File: src/rtl/ipt_pkg.sv
// package: constants and carrier types of the interrupt priority and trap control block
package ipt_pkg;

  // ****************************************
  // register map, word addresses on the plain register port
  // ****************************************
  localparam logic [7:0] ADDR_CTRL_ONE   = 8'h00;  // interrupt_control_one
  localparam logic [7:0] ADDR_CTRL_TWO   = 8'h01;  // interrupt_control_two
  localparam logic [7:0] ADDR_STATUS     = 8'h02;  // cpu_status_word
  localparam logic [7:0] ADDR_CORE       = 8'h03;  // core_control_word
  localparam logic [7:0] ADDR_PENDING    = 8'h04;  // pending_vector_reg
  localparam logic [7:0] ADDR_FLAG       = 8'h08;  // request_flag_reg
  localparam logic [7:0] ADDR_ENABLE     = 8'h0C;  // request_enable_reg
  localparam logic [7:0] ADDR_PRIO_BASE  = 8'h10;  // source_priority_reg 0..3

  // ****************************************
  // field positions
  // ****************************************
  localparam int NESTING_DISABLE_BIT = 15;
  localparam int ACC_A_OVF_BIT       = 14;
  localparam int ACC_B_OVF_BIT       = 13;
  localparam int ACC_A_CAT_BIT       = 12;
  localparam int ACC_B_CAT_BIT       = 11;
  localparam int ACC_A_TE_BIT        = 10;
  localparam int ACC_B_TE_BIT        = 9;
  localparam int CAT_TE_BIT          = 8;
  localparam int BAD_SHIFT_BIT       = 7;
  localparam int DIV_ZERO_BIT        = 6;
  localparam int DMA_FAULT_BIT       = 5;
  localparam int MATH_FAULT_BIT      = 4;
  localparam int ADDR_FAULT_BIT      = 3;
  localparam int STACK_FAULT_BIT     = 2;
  localparam int OSC_FAULT_BIT       = 1;
  localparam int ALT_TABLE_BIT       = 15;
  localparam int IPL_LSB             = 5;   // cpu_priority_level in status word 7:5
  localparam int LEVEL_MSB_BIT       = 3;   // priority_level_msb in core control word
  localparam int PRIO_FIELD_STRIDE   = 4;   // priority field k at bits 4k+2:4k
  localparam int PRIO_PER_REG        = 4;
  localparam int NEW_LEVEL_LSB       = 8;   // new_cpu_level at 11:8 of pending word

  // ****************************************
  // values
  // ****************************************
  localparam logic [15:0] RESET_WORD     = 16'h0000;
  localparam logic [2:0]  IPL_MAX        = 3'h7;  // user requests masked here
  localparam logic [6:0]  USER_VEC_BASE  = 7'h08; // first user source vector number
  localparam logic [15:0] CTRL_ONE_MASK  = 16'hFFFE; // bit 0 unimplemented
  localparam logic [2:0]  MASKED_LEVEL   = 3'h7;

  // ****************************************
  // carrier types
  // ****************************************
  typedef struct packed {
    logic [7:0]  addr;
    logic [15:0] wdata;
    logic        wr;
    logic        rd;
  } ipt_bus_req_s;

  typedef struct packed {
    logic acc_a_ovf;    // accumulator A overflow
    logic acc_b_ovf;
    logic acc_a_cat;    // accumulator A catastrophic overflow
    logic acc_b_cat;
    logic bad_shift;
    logic div_zero;
    logic dma_fault;
    logic addr_fault;
    logic stack_fault;
    logic osc_fault;
  } ipt_trap_evt_s;

  typedef struct packed {
    logic       valid;
    logic [6:0] vector;
    logic [3:0] level;
  } ipt_pending_s;

endpackage : ipt_pkg

File: src/rtl/ipt_ctrl.sv
// module: interrupt priority selection, cpu level, nesting and trap status control
`timescale 1ns/100ps

// Function
// - sources set flags, software write clears them
// - one independent enable bit per source
// - per-source priority field, eight levels
// - latch pending vector and its priority level
// - bits allotted to sources in vector order
// - cpu level low bits at status 7:5
// - level msb at core bit 3, never software-set
// - effective level is msb over three bits
// - user requests masked at level 7 or msb
// - nesting disable makes level bits read-only
// - control one bit 15 is nesting disable
// - bits 14,13 flag accumulator overflow traps
// - bits 12,11 flag catastrophic overflow traps
// - bits 10,9,8 enable the overflow traps
// - bit 7 flags invalid shift math trap
// - bit 6 flags divide by zero trap
// - bit 5 flags dma controller error trap
// - bit 4 flags any math error trap
// - control two steers external inputs, table select
// - table select one picks alternate vector table
// - per-pin polarity, one falling, zero rising
// - bits 3,2,1 address, stack, oscillator traps
module ipt_ctrl #(
  parameter int NUM_SRC = 16,
  parameter int NUM_EXT = 5
) (
  input  wire logic                  clk_in,
  input  wire logic                  resetn_in,
  input  wire ipt_pkg::ipt_bus_req_s bus_in,
  output logic [15:0]                rdata_out,
  input  wire logic [NUM_SRC-1:0]    src_event_in,
  input  wire logic [NUM_EXT-1:0]    ext_pin_in,
  input  wire ipt_pkg::ipt_trap_evt_s trap_evt_in,
  input  wire logic                  core_ack_in,
  input  wire logic                  core_level_wr_in,
  input  wire logic [3:0]            core_level_in,
  output ipt_pkg::ipt_pending_s      pending_out,
  output logic [3:0]                 cpu_level_out,
  output logic                       alt_table_out,
  output logic                       math_trap_out
);

  // ****************************************
  // state
  // ****************************************
  logic [NUM_SRC-1:0]   flag_reg;
  logic [NUM_SRC-1:0]   enable_reg;
  logic [2:0]           prio_reg [NUM_SRC];
  logic [2:0]           ipl_reg;
  logic                 level_msb_reg;
  logic [15:0]          ctrl_one_reg;
  logic                 alt_table_reg;
  logic [NUM_EXT-1:0]   polarity_reg;
  logic [NUM_EXT-1:0]   ext_prev_reg;
  ipt_pkg::ipt_pending_s pend_reg;
  logic                 math_trap_reg;
  logic [15:0]          rdata_reg;

  logic [NUM_SRC-1:0]   src_set;
  logic [NUM_EXT-1:0]   ext_edge;
  logic [3:0]           cpl;
  logic                 any_cand;
  logic [6:0]           best_vec;
  logic [2:0]           best_prio;
  logic                 wr_ctrl_one;
  logic                 wr_status;
  logic                 wr_core;
  logic                 math_evt;

  assign wr_ctrl_one = bus_in.wr && (bus_in.addr == ipt_pkg::ADDR_CTRL_ONE);
  assign wr_status   = bus_in.wr && (bus_in.addr == ipt_pkg::ADDR_STATUS);
  assign wr_core     = bus_in.wr && (bus_in.addr == ipt_pkg::ADDR_CORE);

  // effective level: msb stacked above the three status bits
  assign cpl = {level_msb_reg, ipl_reg};

  // ****************************************
  // external pin edge detection
  // ****************************************
  // pins are sampled as synchronous; previous sample gives the edge
  always_ff @(posedge clk_in or negedge resetn_in) begin
    if (!resetn_in) begin
      ext_prev_reg <= '0;
    end else begin
      ext_prev_reg <= ext_pin_in;
    end
  end

  genvar g;
  generate
    for (g = 0; g < NUM_SRC; g++) begin : g_src
      if (g < NUM_EXT) begin : g_ext
        // polarity one catches a falling edge, zero a rising edge
        assign ext_edge[g] = polarity_reg[g] ? (ext_prev_reg[g] && !ext_pin_in[g])
                                             : (!ext_prev_reg[g] && ext_pin_in[g]);
        assign src_set[g]  = src_event_in[g] || ext_edge[g];
      end else begin : g_int
        assign src_set[g]  = src_event_in[g];
      end
    end
  endgenerate

  // ****************************************
  // request flags and enables
  // ****************************************
  // a hardware set in the same cycle as a software clear wins
  always_ff @(posedge clk_in or negedge resetn_in) begin
    if (!resetn_in) begin
      flag_reg <= '0;
    end else if (bus_in.wr && bus_in.addr == ipt_pkg::ADDR_FLAG) begin
      flag_reg <= bus_in.wdata[NUM_SRC-1:0] | src_set;
    end else begin
      flag_reg <= flag_reg | src_set;
    end
  end

  always_ff @(posedge clk_in or negedge resetn_in) begin
    if (!resetn_in) begin
      enable_reg <= '0;
    end else if (bus_in.wr && bus_in.addr == ipt_pkg::ADDR_ENABLE) begin
      enable_reg <= bus_in.wdata[NUM_SRC-1:0];
    end
  end

  // priority fields, four per word, first source in bits 2:0
  always_ff @(posedge clk_in or negedge resetn_in) begin
    if (!resetn_in) begin
      for (int i = 0; i < NUM_SRC; i++) begin
        prio_reg[i] <= 3'h0;
      end
    end else begin
      for (int i = 0; i < NUM_SRC; i++) begin
        if (bus_in.wr && bus_in.addr == ipt_pkg::ADDR_PRIO_BASE + 8'(i / ipt_pkg::PRIO_PER_REG)) begin
          prio_reg[i] <= bus_in.wdata[(i % ipt_pkg::PRIO_PER_REG) * ipt_pkg::PRIO_FIELD_STRIDE +: 3];
        end
      end
    end
  end

  // ****************************************
  // priority selection
  // ****************************************
  // highest priority wins; on a tie the lower vector wins (natural order)
  always_comb begin
    any_cand  = 1'b0;
    best_vec  = 7'h00;
    best_prio = 3'h0;
    for (int i = NUM_SRC - 1; i >= 0; i--) begin
      // level 7 or a set msb leaves no user priority above the level
      if (flag_reg[i] && enable_reg[i] && ({1'b0, prio_reg[i]} > cpl) && (prio_reg[i] >= best_prio)) begin
        any_cand  = 1'b1;
        best_vec  = ipt_pkg::USER_VEC_BASE + 7'(i);
        best_prio = prio_reg[i];
      end
    end
  end

  always_ff @(posedge clk_in or negedge resetn_in) begin
    if (!resetn_in) begin
      pend_reg <= '0;
    end else begin
      pend_reg.valid <= any_cand;
      if (any_cand) begin
        pend_reg.vector <= best_vec;
        pend_reg.level  <= {1'b0, best_prio};
      end
    end
  end

  // ****************************************
  // cpu priority level
  // ****************************************
  // core restore beats acknowledge, which beats a software write
  always_ff @(posedge clk_in or negedge resetn_in) begin
    if (!resetn_in) begin
      ipl_reg <= 3'h0;
    end else if (core_level_wr_in) begin
      ipl_reg <= core_level_in[2:0];
    end else if (core_ack_in && pend_reg.valid) begin
      // with nesting off, entry raises the level to mask every user source
      ipl_reg <= ctrl_one_reg[ipt_pkg::NESTING_DISABLE_BIT] ? ipt_pkg::MASKED_LEVEL : pend_reg.level[2:0];
    end else if (wr_status && !ctrl_one_reg[ipt_pkg::NESTING_DISABLE_BIT]) begin
      ipl_reg <= bus_in.wdata[ipt_pkg::IPL_LSB +: 3];
    end
  end

  // msb: only the core sets it (trap entry), software may only clear it
  always_ff @(posedge clk_in or negedge resetn_in) begin
    if (!resetn_in) begin
      level_msb_reg <= 1'b0;
    end else if (core_level_wr_in) begin
      level_msb_reg <= core_level_in[3];
    end else if (wr_core && !bus_in.wdata[ipt_pkg::LEVEL_MSB_BIT]) begin
      level_msb_reg <= 1'b0;
    end
  end

  // ****************************************
  // control one: nesting, trap enables and trap status
  // ****************************************
  assign math_evt = (trap_evt_in.acc_a_ovf && ctrl_one_reg[ipt_pkg::ACC_A_TE_BIT])
                 || (trap_evt_in.acc_b_ovf && ctrl_one_reg[ipt_pkg::ACC_B_TE_BIT])
                 || ((trap_evt_in.acc_a_cat || trap_evt_in.acc_b_cat) && ctrl_one_reg[ipt_pkg::CAT_TE_BIT])
                 || trap_evt_in.bad_shift || trap_evt_in.div_zero;

  // status bits set by trap events win over a software write
  always_ff @(posedge clk_in or negedge resetn_in) begin
    if (!resetn_in) begin
      ctrl_one_reg <= ipt_pkg::RESET_WORD;
    end else begin
      ctrl_one_reg <= (wr_ctrl_one ? (bus_in.wdata & ipt_pkg::CTRL_ONE_MASK) : ctrl_one_reg) | (16'(
          ((trap_evt_in.acc_a_ovf && ctrl_one_reg[ipt_pkg::ACC_A_TE_BIT]) << ipt_pkg::ACC_A_OVF_BIT)
        | ((trap_evt_in.acc_b_ovf && ctrl_one_reg[ipt_pkg::ACC_B_TE_BIT]) << ipt_pkg::ACC_B_OVF_BIT)
        | ((trap_evt_in.acc_a_cat && ctrl_one_reg[ipt_pkg::CAT_TE_BIT]) << ipt_pkg::ACC_A_CAT_BIT)
        | ((trap_evt_in.acc_b_cat && ctrl_one_reg[ipt_pkg::CAT_TE_BIT]) << ipt_pkg::ACC_B_CAT_BIT)
        | (trap_evt_in.bad_shift << ipt_pkg::BAD_SHIFT_BIT)
        | (trap_evt_in.div_zero << ipt_pkg::DIV_ZERO_BIT)
        | (trap_evt_in.dma_fault << ipt_pkg::DMA_FAULT_BIT)
        | (math_evt << ipt_pkg::MATH_FAULT_BIT)
        | (trap_evt_in.addr_fault << ipt_pkg::ADDR_FAULT_BIT)
        | (trap_evt_in.stack_fault << ipt_pkg::STACK_FAULT_BIT)
        | (trap_evt_in.osc_fault << ipt_pkg::OSC_FAULT_BIT)));
    end
  end

  // one-cycle pulse to the core for every math trap cause
  always_ff @(posedge clk_in or negedge resetn_in) begin
    if (!resetn_in) begin
      math_trap_reg <= 1'b0;
    end else begin
      math_trap_reg <= math_evt;
    end
  end

  // ****************************************
  // control two: table select and pin polarity
  // ****************************************
  always_ff @(posedge clk_in or negedge resetn_in) begin
    if (!resetn_in) begin
      alt_table_reg <= 1'b0;
      polarity_reg  <= '0;
    end else if (bus_in.wr && bus_in.addr == ipt_pkg::ADDR_CTRL_TWO) begin
      alt_table_reg <= bus_in.wdata[ipt_pkg::ALT_TABLE_BIT];
      polarity_reg  <= bus_in.wdata[NUM_EXT-1:0];
    end
  end

  // ****************************************
  // read port, data in the cycle after the strobe
  // ****************************************
  always_ff @(posedge clk_in or negedge resetn_in) begin
    if (!resetn_in) begin
      rdata_reg <= 16'h0000;
    end else if (bus_in.rd) begin
      rdata_reg <= 16'h0000;  // unmapped addresses read zero
      unique case (bus_in.addr)
        ipt_pkg::ADDR_CTRL_ONE: rdata_reg <= ctrl_one_reg;
        ipt_pkg::ADDR_CTRL_TWO: rdata_reg <= 16'({alt_table_reg, 15'(polarity_reg)});
        ipt_pkg::ADDR_STATUS:   rdata_reg <= 16'({ipl_reg, 5'h00});
        ipt_pkg::ADDR_CORE:     rdata_reg <= 16'({level_msb_reg, 3'h0});
        ipt_pkg::ADDR_PENDING:  rdata_reg <= 16'({pend_reg.level, 1'b0, pend_reg.vector});
        ipt_pkg::ADDR_FLAG:     rdata_reg <= 16'(flag_reg);
        ipt_pkg::ADDR_ENABLE:   rdata_reg <= 16'(enable_reg);
        default: begin
          for (int r = 0; r < NUM_SRC / ipt_pkg::PRIO_PER_REG; r++) begin
            if (bus_in.addr == ipt_pkg::ADDR_PRIO_BASE + 8'(r)) begin
              rdata_reg <= {1'b0, prio_reg[4*r+3], 1'b0, prio_reg[4*r+2],
                            1'b0, prio_reg[4*r+1], 1'b0, prio_reg[4*r]};
            end
          end
        end
      endcase
    end
  end

  assign rdata_out     = rdata_reg;
  assign pending_out   = pend_reg;
  assign cpu_level_out = cpl;
  assign alt_table_out = alt_table_reg;
  assign math_trap_out = math_trap_reg;

  // ****************************************
  // assertions
  // ****************************************
  AST_FLAG_SET: assert property (@(posedge clk_in) disable iff (!resetn_in)
    (src_set != '0) |=> ((flag_reg & $past(src_set)) == $past(src_set)))
    else $error("source event did not set its flag");

  AST_MASKED: assert property (@(posedge clk_in) disable iff (!resetn_in)
    (level_msb_reg || ipl_reg == ipt_pkg::IPL_MAX) |=> !pend_reg.valid)
    else $error("user request presented while masked");

  AST_ABOVE_LEVEL: assert property (@(posedge clk_in) disable iff (!resetn_in)
    $rose(pend_reg.valid) |-> (pend_reg.level > $past(cpl)))
    else $error("pending level not above cpu level");

  AST_VEC_RANGE: assert property (@(posedge clk_in) disable iff (!resetn_in)
    pend_reg.valid |-> (pend_reg.vector >= ipt_pkg::USER_VEC_BASE && pend_reg.vector < ipt_pkg::USER_VEC_BASE + 7'(NUM_SRC)))
    else $error("pending vector outside user range");

  AST_IPL_LOCK: assert property (@(posedge clk_in) disable iff (!resetn_in)
    (wr_status && ctrl_one_reg[ipt_pkg::NESTING_DISABLE_BIT] && !core_level_wr_in && !core_ack_in) |=> $stable(ipl_reg))
    else $error("level bits changed by software while nesting disabled");

  AST_MSB_NO_SET: assert property (@(posedge clk_in) disable iff (!resetn_in)
    (!level_msb_reg && !core_level_wr_in) |=> !level_msb_reg)
    else $error("level msb set without the core");

  AST_READ_IPL: assert property (@(posedge clk_in) disable iff (!resetn_in)
    (bus_in.rd && bus_in.addr == ipt_pkg::ADDR_STATUS) |=> (rdata_out[7:5] == $past(ipl_reg) && rdata_out[4:0] == 5'h00))
    else $error("status read did not return the level");

  AST_RISE_EDGE: assert property (@(posedge clk_in) disable iff (!resetn_in)
    (!polarity_reg[0] && !ext_prev_reg[0] && ext_pin_in[0]) |=> flag_reg[0] ##1 flag_reg[0] || $past(bus_in.wr))
    else $error("rising edge did not raise external request");

  AST_DIV_MATH: assert property (@(posedge clk_in) disable iff (!resetn_in)
    trap_evt_in.div_zero |=> (ctrl_one_reg[ipt_pkg::DIV_ZERO_BIT] && ctrl_one_reg[ipt_pkg::MATH_FAULT_BIT] && math_trap_out))
    else $error("divide trap status not raised");

  AST_ACK_LEVEL: assert property (@(posedge clk_in) disable iff (!resetn_in)
    (core_ack_in && pend_reg.valid && !core_level_wr_in && ctrl_one_reg[ipt_pkg::NESTING_DISABLE_BIT])
      |=> (ipl_reg == ipt_pkg::MASKED_LEVEL) ##1 !pend_reg.valid)
    else $error("nesting disable did not mask further requests");

  AST_FLAG_CLEAR: assert property (@(posedge clk_in) disable iff (!resetn_in)
    (bus_in.wr && bus_in.addr == ipt_pkg::ADDR_FLAG && src_set == '0)
      |=> (flag_reg == $past(bus_in.wdata[NUM_SRC-1:0])))
    else $error("software write did not clear flags");

  AST_ENABLED: assert property (@(posedge clk_in) disable iff (!resetn_in)
    $rose(pend_reg.valid) |-> ($past(flag_reg & enable_reg) != '0))
    else $error("request presented without flag and enable");

  AST_ACK_LOAD: assert property (@(posedge clk_in) disable iff (!resetn_in)
    (core_ack_in && pend_reg.valid && !core_level_wr_in && !ctrl_one_reg[ipt_pkg::NESTING_DISABLE_BIT])
      |=> (ipl_reg == $past(pend_reg.level[2:0])))
    else $error("acknowledge did not load the pending level");

  AST_MSB_CLEAR: assert property (@(posedge clk_in) disable iff (!resetn_in)
    (wr_core && !bus_in.wdata[ipt_pkg::LEVEL_MSB_BIT] && !core_level_wr_in) |=> !level_msb_reg)
    else $error("software clear of level msb lost");

  AST_NEST_WRITE: assert property (@(posedge clk_in) disable iff (!resetn_in)
    wr_ctrl_one |=> (ctrl_one_reg[ipt_pkg::NESTING_DISABLE_BIT] == $past(bus_in.wdata[ipt_pkg::NESTING_DISABLE_BIT])))
    else $error("nesting disable bit not written");

  AST_TRAP_GATE: assert property (@(posedge clk_in) disable iff (!resetn_in)
    (trap_evt_in.acc_a_ovf && !ctrl_one_reg[ipt_pkg::ACC_A_TE_BIT] && !wr_ctrl_one && !ctrl_one_reg[ipt_pkg::ACC_A_OVF_BIT])
      |=> !ctrl_one_reg[ipt_pkg::ACC_A_OVF_BIT])
    else $error("disabled overflow trap raised its flag");

  AST_ALT_TABLE: assert property (@(posedge clk_in) disable iff (!resetn_in)
    (bus_in.wr && bus_in.addr == ipt_pkg::ADDR_CTRL_TWO)
      |=> (alt_table_out == $past(bus_in.wdata[ipt_pkg::ALT_TABLE_BIT])))
    else $error("table select not written");

  AST_DMA_FLAG: assert property (@(posedge clk_in) disable iff (!resetn_in)
    trap_evt_in.dma_fault |=> ctrl_one_reg[ipt_pkg::DMA_FAULT_BIT])
    else $error("dma fault status not raised");

  AST_SHIFT_FLAG: assert property (@(posedge clk_in) disable iff (!resetn_in)
    trap_evt_in.bad_shift |=> (ctrl_one_reg[ipt_pkg::BAD_SHIFT_BIT] && math_trap_out))
    else $error("bad shift status not raised");

  AST_FALL_EDGE: assert property (@(posedge clk_in) disable iff (!resetn_in)
    (polarity_reg[1] && ext_prev_reg[1] && !ext_pin_in[1]) |=> flag_reg[1])
    else $error("falling edge did not raise external request");

endmodule : ipt_ctrl

File: config.mk
export PLATFORM = sky130hd
export DESIGN_NAME = ipt_ctrl
export DESIGN_NICKNAME = d
export VERILOG_FILES = /design/src/rtl/ipt_pkg.sv /design/src/rtl/ipt_ctrl.sv
export SDC_FILE = /design/constraint.sdc
export NUM_CORES = 1
export LEC_CHECK = 0
export ABC_AREA = 1
export BUFFER_PORTS_ARGS = -buffer_cell sky130_fd_sc_hd__buf_2
export CELL_PAD_IN_SITES_DETAIL_PLACEMENT = 1
export CELL_PAD_IN_SITES_GLOBAL_PLACEMENT = 2
export CORE_MARGIN = 2
export CORE_UTILIZATION = 38
export DETAILED_ROUTE_END_ITERATION = 16
export PLACE_DENSITY = 0.89
export SLEW_MARGIN = 10
export SYNTH_ARGS = -nofsm -noshare
export SYNTH_HDL_FRONTEND = slang
export SYNTH_SLANG_ARGS = --single-unit
File: constraint.sdc
create_clock -name clk_in -period 24.8 [get_ports clk_in]
set_input_delay 6.2 -clock clk_in [delete_from_list [all_inputs] [get_ports clk_in]]
set_output_delay 6.2 -clock clk_in [all_outputs]
set_load 0.02 [all_outputs]
==> results.toml, run 1 <==
[outcome]
outcome = "complete, no violations"

[layout]
finalInstanceArea_mm2 = 0.0105
drive_above_1_share = 0.169
layout_commonest_cell = "nand2_1"
largest_reg_flops = 48
final_cell_mix = "nand2_1, inv_1, dfrtp_1, o21ai_0, buf_2"
area_growth_pct = 15.9
nets = 1388

[global_routing]
grtUsageTotal = 0.259
antenna_found_initial = 1
grt_pass1_wl_mm = 48.7
grt_pass1_vias = 8633
grt_overflow = 0
grt_max_degree = 82

[power_and_ir_drop]
swShare = 0.328
switching_power_mw = 0.219
combPwrFrac = 0.215
p_int_mw = 0.447
power_density_mw_per_mm2 = 63.5
pwr-share-clk = 0.394
ir_drop_mv = 0.0375
p_seq_frac = 0.391
p_leak_nw = 4.97

[timing]
min_period_ns = 17.64
skew_ns = 0.00708
whs_ns = 0.485
maxSlewViolCount = 0
fin_crit_sh = 0.711
relSlewSlack = 0.153
fmax_ghz = 0.0567
setup_viol = 0
worst_slew_pin_slew_ns = 1.26
hold_violations = 0
tns_ns = 0
rsz0062_at_grt = "false"

[place]
gp_congestion = 0.852
io_buffers = 95
dpl.hpwl_mm = 24.2
postPlaceCellArea_mm2 = 0.00988

[cts]
clk_path_buf_depth = 2
htree_levels = 4
clkTransAtPathRegs_ns = 0.06
cts_tree = "done"
post-cts-setup-buffers = 0
hold_buffers = 0
cts_buffers = 17
clock_latency_ns = 0.43
cts.sinks = 136
cts-resized-gates = 0
clock-root-buffer = "clkbuf_16"

[synthesis]
async_flop_share = 1.00
netlist_area_mm2 = 0.00905
yosysSeqAreaShare = 0.376
avgSynthCellArea_um2 = 7.86
synthCells = 1151
synth_top_area_cell = "dfrtp_1"
synth_warnings = 0
synth_cell_type_count = 46
synth-main-ff-cell = "dfrtp_1"
synth_edf_count = 0
ys_ff_latch = 136
synth_top_area_share = 0.376
synth_area_leaders = "dfrtp_1, nand2_1, ha_1"

[hold_path]
hp-class = "flop to flop"

[die]
die-width_um = 158
initial_utilization = 0.387
num_rows = 56
core_mm2 = 0.0234
io_pins = 99
dieArea_mm2 = 0.0251
die_h_um = 158

[job]
max_cap_viol_count = 0

[setup_path]
cp.arrival_ns = 18.01
worstPathRequired_ns = 25.16
crit_path_start_kind = "flop"
cp_slowest_stage_delay_ns = 0.66
cp_max_fo = 18
critPathMostFrequentCell = "nand2_1"
path_class = "flop to flop"
end_kind = "flop"
crit_slowest_cell = "inv_1"

[detailed_routing]
vias = 8526
wire_per_inst_um = 19.8
drt_wl_total_mm = 31.2
drt-initial-drc-count = 573
drt_pass1_iterations = 5
vias_per_cell = 5.41
drc_errors = 0
ant_nets = 0
## metrics by stage
step	utilization	instances	setup WS (ns)	power, mW
after floorplan	-	1153	9.45	0.348
after global placement	0.422	1544	7.67	0.401
after detailed placement	0.422	1544	7.12	0.406
after CTS	0.448	1576	7.02	0.669
after global routing	0.448	1576	4.75	0.698
final	0.448	1577	7.16	0.666
## kinds of logic (layout without fill, tap and decap cells)
| group | Yosys count | in the layout | synth area share |
|---|---|---|---|
| adder cells (fa/ha/maj) | 79 | 79 | 0.109 |
| buffers and inverters | 183 | 287 | 0.0777 |
| other | 1 | 4 | 0.000415 |
| multiplexers | 1 | 1 | 0.00124 |
| AO/OA/AOI/OAI | 266 | 266 | 0.184 |
| flip-flops | 136 | 136 | 0.376 |
| AND/OR/NAND/NOR | 485 | 485 | 0.251 |
## critical path: cells and delay by family, from the launching register on
| family | cells | cell delay, ns |
|---|---|---|
| AND/OR/NAND/NOR | 72 | 6.32 |
| adder cells (fa/ha/maj) | 16 | 4.69 |
| AO/OA/AOI/OAI | 28 | 4.14 |
| buffers and inverters | 24 | 2.03 |
| flip-flops | 1 | 0.37 |
## final cells by class
type	count	area [um2]
sequential	136	3400
antenna	1	2.50
multi-input combinational	834	4960
fill	2966	12900
tap	319	399
inverter	152	571
clock inverter	14	174
clock buffer	18	429
timing repair buffer	103	542
## path summary, 6_finish.rpt
kind                       slack, ns                    endpoint  cells past startpoint                     start
setup reg to reg                7.16  pending_out[1]$_DFFE_PN0P_                    140    ipl_reg[2]$_DFFE_PN0P_
min in group asynchronous       5.78      flag_reg[15]$_DFF_PN0_                      1                 resetn_in
hold / removal                  0.49    prio_reg[42]$_DFFE_PN0P_                      2  prio_reg[42]$_DFFE_PN0P_
setup / recovery                7.16  pending_out[1]$_DFFE_PN0P_                    140    ipl_reg[2]$_DFFE_PN0P_
hold reg to reg                 0.49    prio_reg[42]$_DFFE_PN0P_                      2  prio_reg[42]$_DFFE_PN0P_
max in group asynchronous      17.78    prio_reg[45]$_DFFE_PN0P_                      2                 resetn_in
## cells in the mapped netlist (all sizes together), types with 2 or more instances
cell type  count
a311oi        12
a31oi          7
o21ai        129
nand3         75
o2111ai        3
o21bai         4
nand2        322
o22ai         12
nor3           7
nor4           3
nand3b         2
a22o           7
buf            5
ha            79
o211ai        18
a211o         13
a41oi          7
clkbuf        26
a211oi        15
nor2          67
o21a           2
a21oi         26
nand4          2
dfrtp        136
inv          152
a221oi         7
and2           4
## metal layers
metal  part of all wire  wire, um  up-vias  track usage
met5                  0         0        -            0
met4              0.023       715        0       0.0789
met3              0.051      1600       42       0.0313
met2               0.46     14500      258        0.420
met1               0.46     14400     4150        0.364
li1                   -         -     4076            -
## power by group through the flow
stage	Combinational, mW	Sequential, mW	Clock [mW]
6_report	0.143	0.261	0.262
5_1_grt	0.162	0.262	0.275
4_1_cts	0.144	0.260	0.265
3_5_place_dp	0.143	0.263	0
3_3_place_gp	0.137	0.264	0
2_1_floorplan	0.0823	0.266	0
Note: power is estimated with default switching activity, not from simulation.
==> run 2, diff against run 1 <==
--- a/config.mk
+++ b/config.mk
@@ -10,9 +10,9 @@
 export CELL_PAD_IN_SITES_DETAIL_PLACEMENT = 1
 export CELL_PAD_IN_SITES_GLOBAL_PLACEMENT = 2
 export CORE_MARGIN = 2
-export CORE_UTILIZATION = 38
+export CORE_UTILIZATION = 35
 export DETAILED_ROUTE_END_ITERATION = 16
-export PLACE_DENSITY = 0.89
+export PLACE_DENSITY = 0.83
 export SLEW_MARGIN = 10
 export SYNTH_ARGS = -nofsm -noshare
 export SYNTH_HDL_FRONTEND = slang
==> constraint.sdc (replaced) <==
create_clock -name clk_in -period 16.5 [get_ports clk_in]
set_input_delay 4.125 -clock clk_in [delete_from_list [all_inputs] [get_ports clk_in]]
set_output_delay 4.125 -clock clk_in [all_outputs]
set_load 0.02 [all_outputs]
==> run 2 against run 1 <==
Clock skew rose by 0.0067 ns. Global-route usage shrank 0.79 points. Maximum frequency increased by 14%. Critical path type unchanged.
==> results.toml, run 2 (synthesis gave the netlist of run 1 again) <==
[outcome]
outcome = "complete, no violations"

[layout]
nets = 1445
num_antenna_cells = 0
finish.utilization = 0.453
nFillCells = 3060
final_cell_mix = "nand2_1, inv_1, dfrtp_1, o21ai_0, buf_2"
layout_commonest_cell = "nand2_1"
largest_reg_flops = 48
drive_above_1_share = 0.271
area_growth_pct = 26.4
instances_no_fill = 1644

[setup_path]
critPathMostFrequentCell = "nand2_2"
worstPathRequired_ns = 16.81
path_class = "flop to flop"
crit_slowest_cell = "dfrtp_1"
crit_path_start_kind = "flop"
end_kind = "flop"
cp.arrival_ns = 15.73
cp_slowest_stage_delay_ns = 0.40
cp_max_fo = 8

[detailed_routing]
drc_errors = 0
wire_per_inst_um = 20.5
drt_wl_total_mm = 33.8
route.top_layer_used = "met4"
wl_met1_mm = 15.6
ant_nets = 0
route.met2.wl_mm = 16.4
vias = 8886
route.met3.wl_mm = 1.24
drt_pass1_iterations = 5
vias_per_cell = 5.41
drt-initial-drc-count = 655

[global_routing]
grt_pass1_wl_mm = 50.8
grtUsageTotal = 0.251
antenna_found_initial = 0
grt_pass1_vias = 8786
grt_overflow = 0
grt_max_degree = 73

[cts]
cts.sinks = 136
clkTransAtPathRegs_ns = 0.07
hold_buffers = 0
cts_tree = "done"
clock-root-buffer = "clkbuf_16"
htree_levels = 4
clk_path_buf_depth = 2
cts_buffers = 17
clock_latency_ns = 0.43

[place]
io_buffers = 95
dp_cells = 1566
dpl.hpwl_mm = 25.2
gp_congestion = 0.825

[job]
max_cap_viol_count = 0

[die]
core_mm2 = 0.0253
num_rows = 58
die-width_um = 165
io_pins = 99
dieArea_mm2 = 0.0271
initial_utilization = 0.358
die_h_um = 165

[timing]
tns_ns = 0
maxSlewViolCount = 0
fmax_ghz = 0.0649
setup_viol = 0
skew_ns = 0.0138
worst_slew_pin_slew_ns = 1.22
relSlewSlack = 0.183
whs_ns = 0.485
hold_violations = 0
min_period_ns = 15.42
fin_crit_sh = 0.934

[power_and_ir_drop]
ir_drop_mv = 0.0824
p_leak_nw = 5.35
power_density_mw_per_mm2 = 91.2
total_power_mw = 1.04

[hold_path]
hp-class = "flop to flop"
==> run 2: through the flow <==
stage | instance area (um2) | setup slack, ns
5_1_grt | 11400 | -0.272
4_1_cts | 10600 | 0.0155
6_report | 11400 | 1.08
2_1_floorplan | 9050 | 1.15
3_5_place_dp | 9980 | -0.392
3_3_place_gp | 9980 | 0.0859
==> run 2: repair_timing <==
| item | CTS | global route |
|---|---|---|
| pin swaps | 10 | 56 |
| hold endpoints to repair | 0 | 0 |
| setup endpoints to repair | 9 | 9 |
| resized for setup | 16 | 122 |
| setup buffers | 3 | 43 |
==> run 2: critical path, delay by kind of cell, from the launching register on <==
| family | cells | cell delay, ns |
|---|---|---|
| AND/OR/NAND/NOR | 80 | 6.50 |
| flip-flops | 1 | 0.40 |
| buffers and inverters | 22 | 1.76 |
| adder cells (fa/ha/maj) | 16 | 4.28 |
| AO/OA/AOI/OAI | 22 | 2.28 |
==> run 2: worst paths after layout <==
path                                           from                          to  slack [ns]  cells after the start
min in group asynchronous                 resetn_in      flag_reg[11]$_DFF_PN0_        3.66                      1
max                          ipl_reg[2]$_DFFE_PN0P_  pending_out[0]$_DFFE_PN0P_        1.08                    140
max in group asynchronous                 resetn_in    prio_reg[43]$_DFFE_PN0P_       11.43                      2
min                        rdata_out[7]$_DFFE_PN0P_    rdata_out[7]$_DFFE_PN0P_        0.48                      2
min reg2reg                rdata_out[7]$_DFFE_PN0P_    rdata_out[7]$_DFFE_PN0P_        0.48                      2
max reg2reg                  ipl_reg[2]$_DFFE_PN0P_  pending_out[0]$_DFFE_PN0P_        1.08                    140
==> run 2: cell type report <==
cell class	instances	area (um2)	share of cell area
Clock buffer	18	429	0.0375
Clock inverter	14	186	0.0163
Inverter	152	571	0.0499
Multi-Input combinational cell	834	5440	0.476
Sequential cell	136	3400	0.298
Tap cell	330	413	0.0361
Timing Repair Buffer	160	988	0.0865
==> run 2: layer usage <==
layer / up-vias / global-route usage
met5: - / 0
li1: 4192 / -
met3: 34 / 0.0326
met1: 4434 / 0.344
met2: 226 / 0.419
met4: 0 / 0.0668
==> run 2: report_power, final <==
group	total (mW)	switching, mW	internal [mW]
logic	0.243	0.154	0.0891
clock network	0.407	0.165	0.242
registers	0.393	0.0346	0.359
total	1.04	0.353	0.690
==> run 3, diff against run 2 <==
--- a/config.mk
+++ b/config.mk
@@ -13,6 +13,7 @@
 export CORE_UTILIZATION = 35
 export DETAILED_ROUTE_END_ITERATION = 16
 export PLACE_DENSITY = 0.83
+export RECOVER_POWER = 100
 export SLEW_MARGIN = 10
 export SYNTH_ARGS = -nofsm -noshare
 export SYNTH_HDL_FRONTEND = slang
==> constraint.sdc (replaced) <==
create_clock -name clk_in -period 17.2 [get_ports clk_in]
set_input_delay 4.3 -clock clk_in [delete_from_list [all_inputs] [get_ports clk_in]]
set_output_delay 4.3 -clock clk_in [all_outputs]
set_load 0.02 [all_outputs]
==> run 3 against run 2 <==
The run now ends with capacitance limit, slew limit left. Routed wire length is 2.7% lower. Hold slack worse by 0.0011 ns. Clock power is 3% lower. Sequential share of layout area is 2.0 points higher. Clock-buffer cell count is 1 lower. Die area stayed put. Clock skew is 0.0030 ns lower. Via count is 4.0% lower. First-iteration DRC count is 25% lower. Maximum frequency is 2.2% lower. Flip-flop and latch count stayed put. Largest cell class unchanged. Highest routed layer unchanged.
==> results.toml, run 3 (synthesis gave the netlist of run 1 again) <==
[outcome]
outcome = "finished, violations left"
violations = "capacitance limit, slew limit"

[layout]
num_antenna_cells = 0
largest_reg_flops = 48
layout_commonest_cell = "nand2_1"
regArea_mm2 = 0.00340
multi_input_area_mm2 = 0.00516
area_growth_pct = 18.3
instances_no_fill = 1593
nets = 1395
nFillCells = 3150
final_cell_mix = "nand2_1, inv_1, dfrtp_1, o21ai_0, ha_1"
finish.utilization = 0.424
drive_above_1_share = 0.166

[global_routing]
grt_pass1_vias = 8700
grt_pass1_wl_mm = 50.5
antenna_found_initial = 0
grt_max_degree = 71
grtUsageTotal = 0.250
grt_overflow = 0

[cts]
clk_path_buf_depth = 2
clock_latency_ns = 0.43
cts.sinks = 136
clkTransAtPathRegs_ns = 0.06
cts_tree = "done"
cts_buffers = 17
htree_levels = 4
clock-root-buffer = "clkbuf_16"

[timing]
tns_ns = 0
fin_crit_sh = 0.917
min_period_ns = 15.77
setup_viol = 0
hold_violations = 0
skew_ns = 0.0108
setup_ws_ns = 1.43
maxSlewViolCount = 153
relSlewSlack = -1.67
fmax_ghz = 0.0634
worst_slew_pin_slew_ns = 4.01

[place]
io_buffers = 95
post-place-ws_ns = 0.0396
dp_cells = 1556
gp_congestion = 0.837
dpl.hpwl_mm = 24.7

[detailed_routing]
drc_errors = 0
drt-initial-drc-count = 488
drt_wl_total_mm = 32.9
drt_pass1_iterations = 4
vias_per_cell = 5.35
wire_per_inst_um = 20.6
vias = 8528
ant_nets = 0

[setup_path]
r2r-start = "ipl_reg[2]$_DFFE_PN0P_"
critPathMostFrequentCell = "nand2_1"
crit_path_start_kind = "flop"
cp_slowest_stage_delay_ns = 0.37
worstPathRequired_ns = 17.56
end_kind = "flop"
cp_max_fo = 9
path_class = "flop to flop"
cp.arrival_ns = 16.13
crit_slowest_cell = "dfrtp_1"
startpoint = "ipl_reg[2]$_DFFE_PN0P_"

[hold_path]
hp-class = "flop to flop"
hp-start = "prio_reg[33]$_DFFE_PN0P_"

[power_and_ir_drop]
p_leak_nw = 4.90
ir_drop_mv = 0.0595
power_density_mw_per_mm2 = 92.1

[die]
die_h_um = 165
dieArea_mm2 = 0.0271
core_mm2 = 0.0253
num_rows = 58
initial_utilization = 0.358
die-width_um = 165
io_pins = 99

[job]
max_cap_viol_count = 3
## run 3: path summary, 6_finish.rpt
| path | depth (start not counted) | slack [ns] | to |
|---|---|---|---|
| max | 141 | 1.43 | pending_out[2]$_DFFE_PN0P_ |
| max reg2reg | 141 | 1.43 | pending_out[2]$_DFFE_PN0P_ |
| min reg2reg | 2 | 0.48 | prio_reg[33]$_DFFE_PN0P_ |
| min in group asynchronous | 1 | 5.26 | flag_reg[11]$_DFF_PN0_ |
| max in group asynchronous | 2 | 6.95 | prio_reg[24]$_DFFE_PN0P_ |
| min | 2 | 0.48 | prio_reg[33]$_DFFE_PN0P_ |
## run 3: per-layer routing
metal	track usage	up-vias	wire length [um]
li1	-	4104	-
met1	0.345	4194	15600
met2	0.407	186	15100
met3	0.0309	44	1270
met4	0.0834	0	901
met5	0	-	0
## run 3: worst max-delay path, delay by kind of cell, from the launching register on
kind                       cells  cell delay (ns)
AOI/OAI and AO/OA             25             2.69
adders and majority gates     16             4.29
buffers and inverters         21             1.29
DFF                            1             0.37
and+or+nand+nor               79             7.04
## run 3: what timing repair did
| action | 4_1_cts | 5_1_grt |
|---|---|---|
| pin swaps | 0 | 17 |
| gates resized for setup | 1 | 61 |
| setup buffers | 0 | 6 |
| hold buffers | 0 | 0 |
| setup endpoints to repair | 5 | 9 |
## run 3: report_power, final
group          switching [mW]  internal (mW)
Combinational           0.142         0.0720
Clock                   0.152          0.243
Sequential             0.0340          0.344
Total                   0.327          0.659
## run 3: stage by stage
step	power (mW)	cell area, um2	hold WS, ns
final	0.986	10700	0.484
after global routing	1.03	10700	0.510
after CTS	0.987	10500	0.486
after detailed placement	0.591	9910	0.469
after global placement	0.584	9910	0.464
after floorplan	0.502	9050	0.453
## run 3: area by class of cell
class | count | area share
timing repair buffer | 110 | 0.0494
inverter | 152 | 0.0533
tap | 330 | 0.0386
clock buffer | 17 | 0.0397
sequential | 136 | 0.318
multi-input combinational | 834 | 0.482
clock inverter | 14 | 0.0186
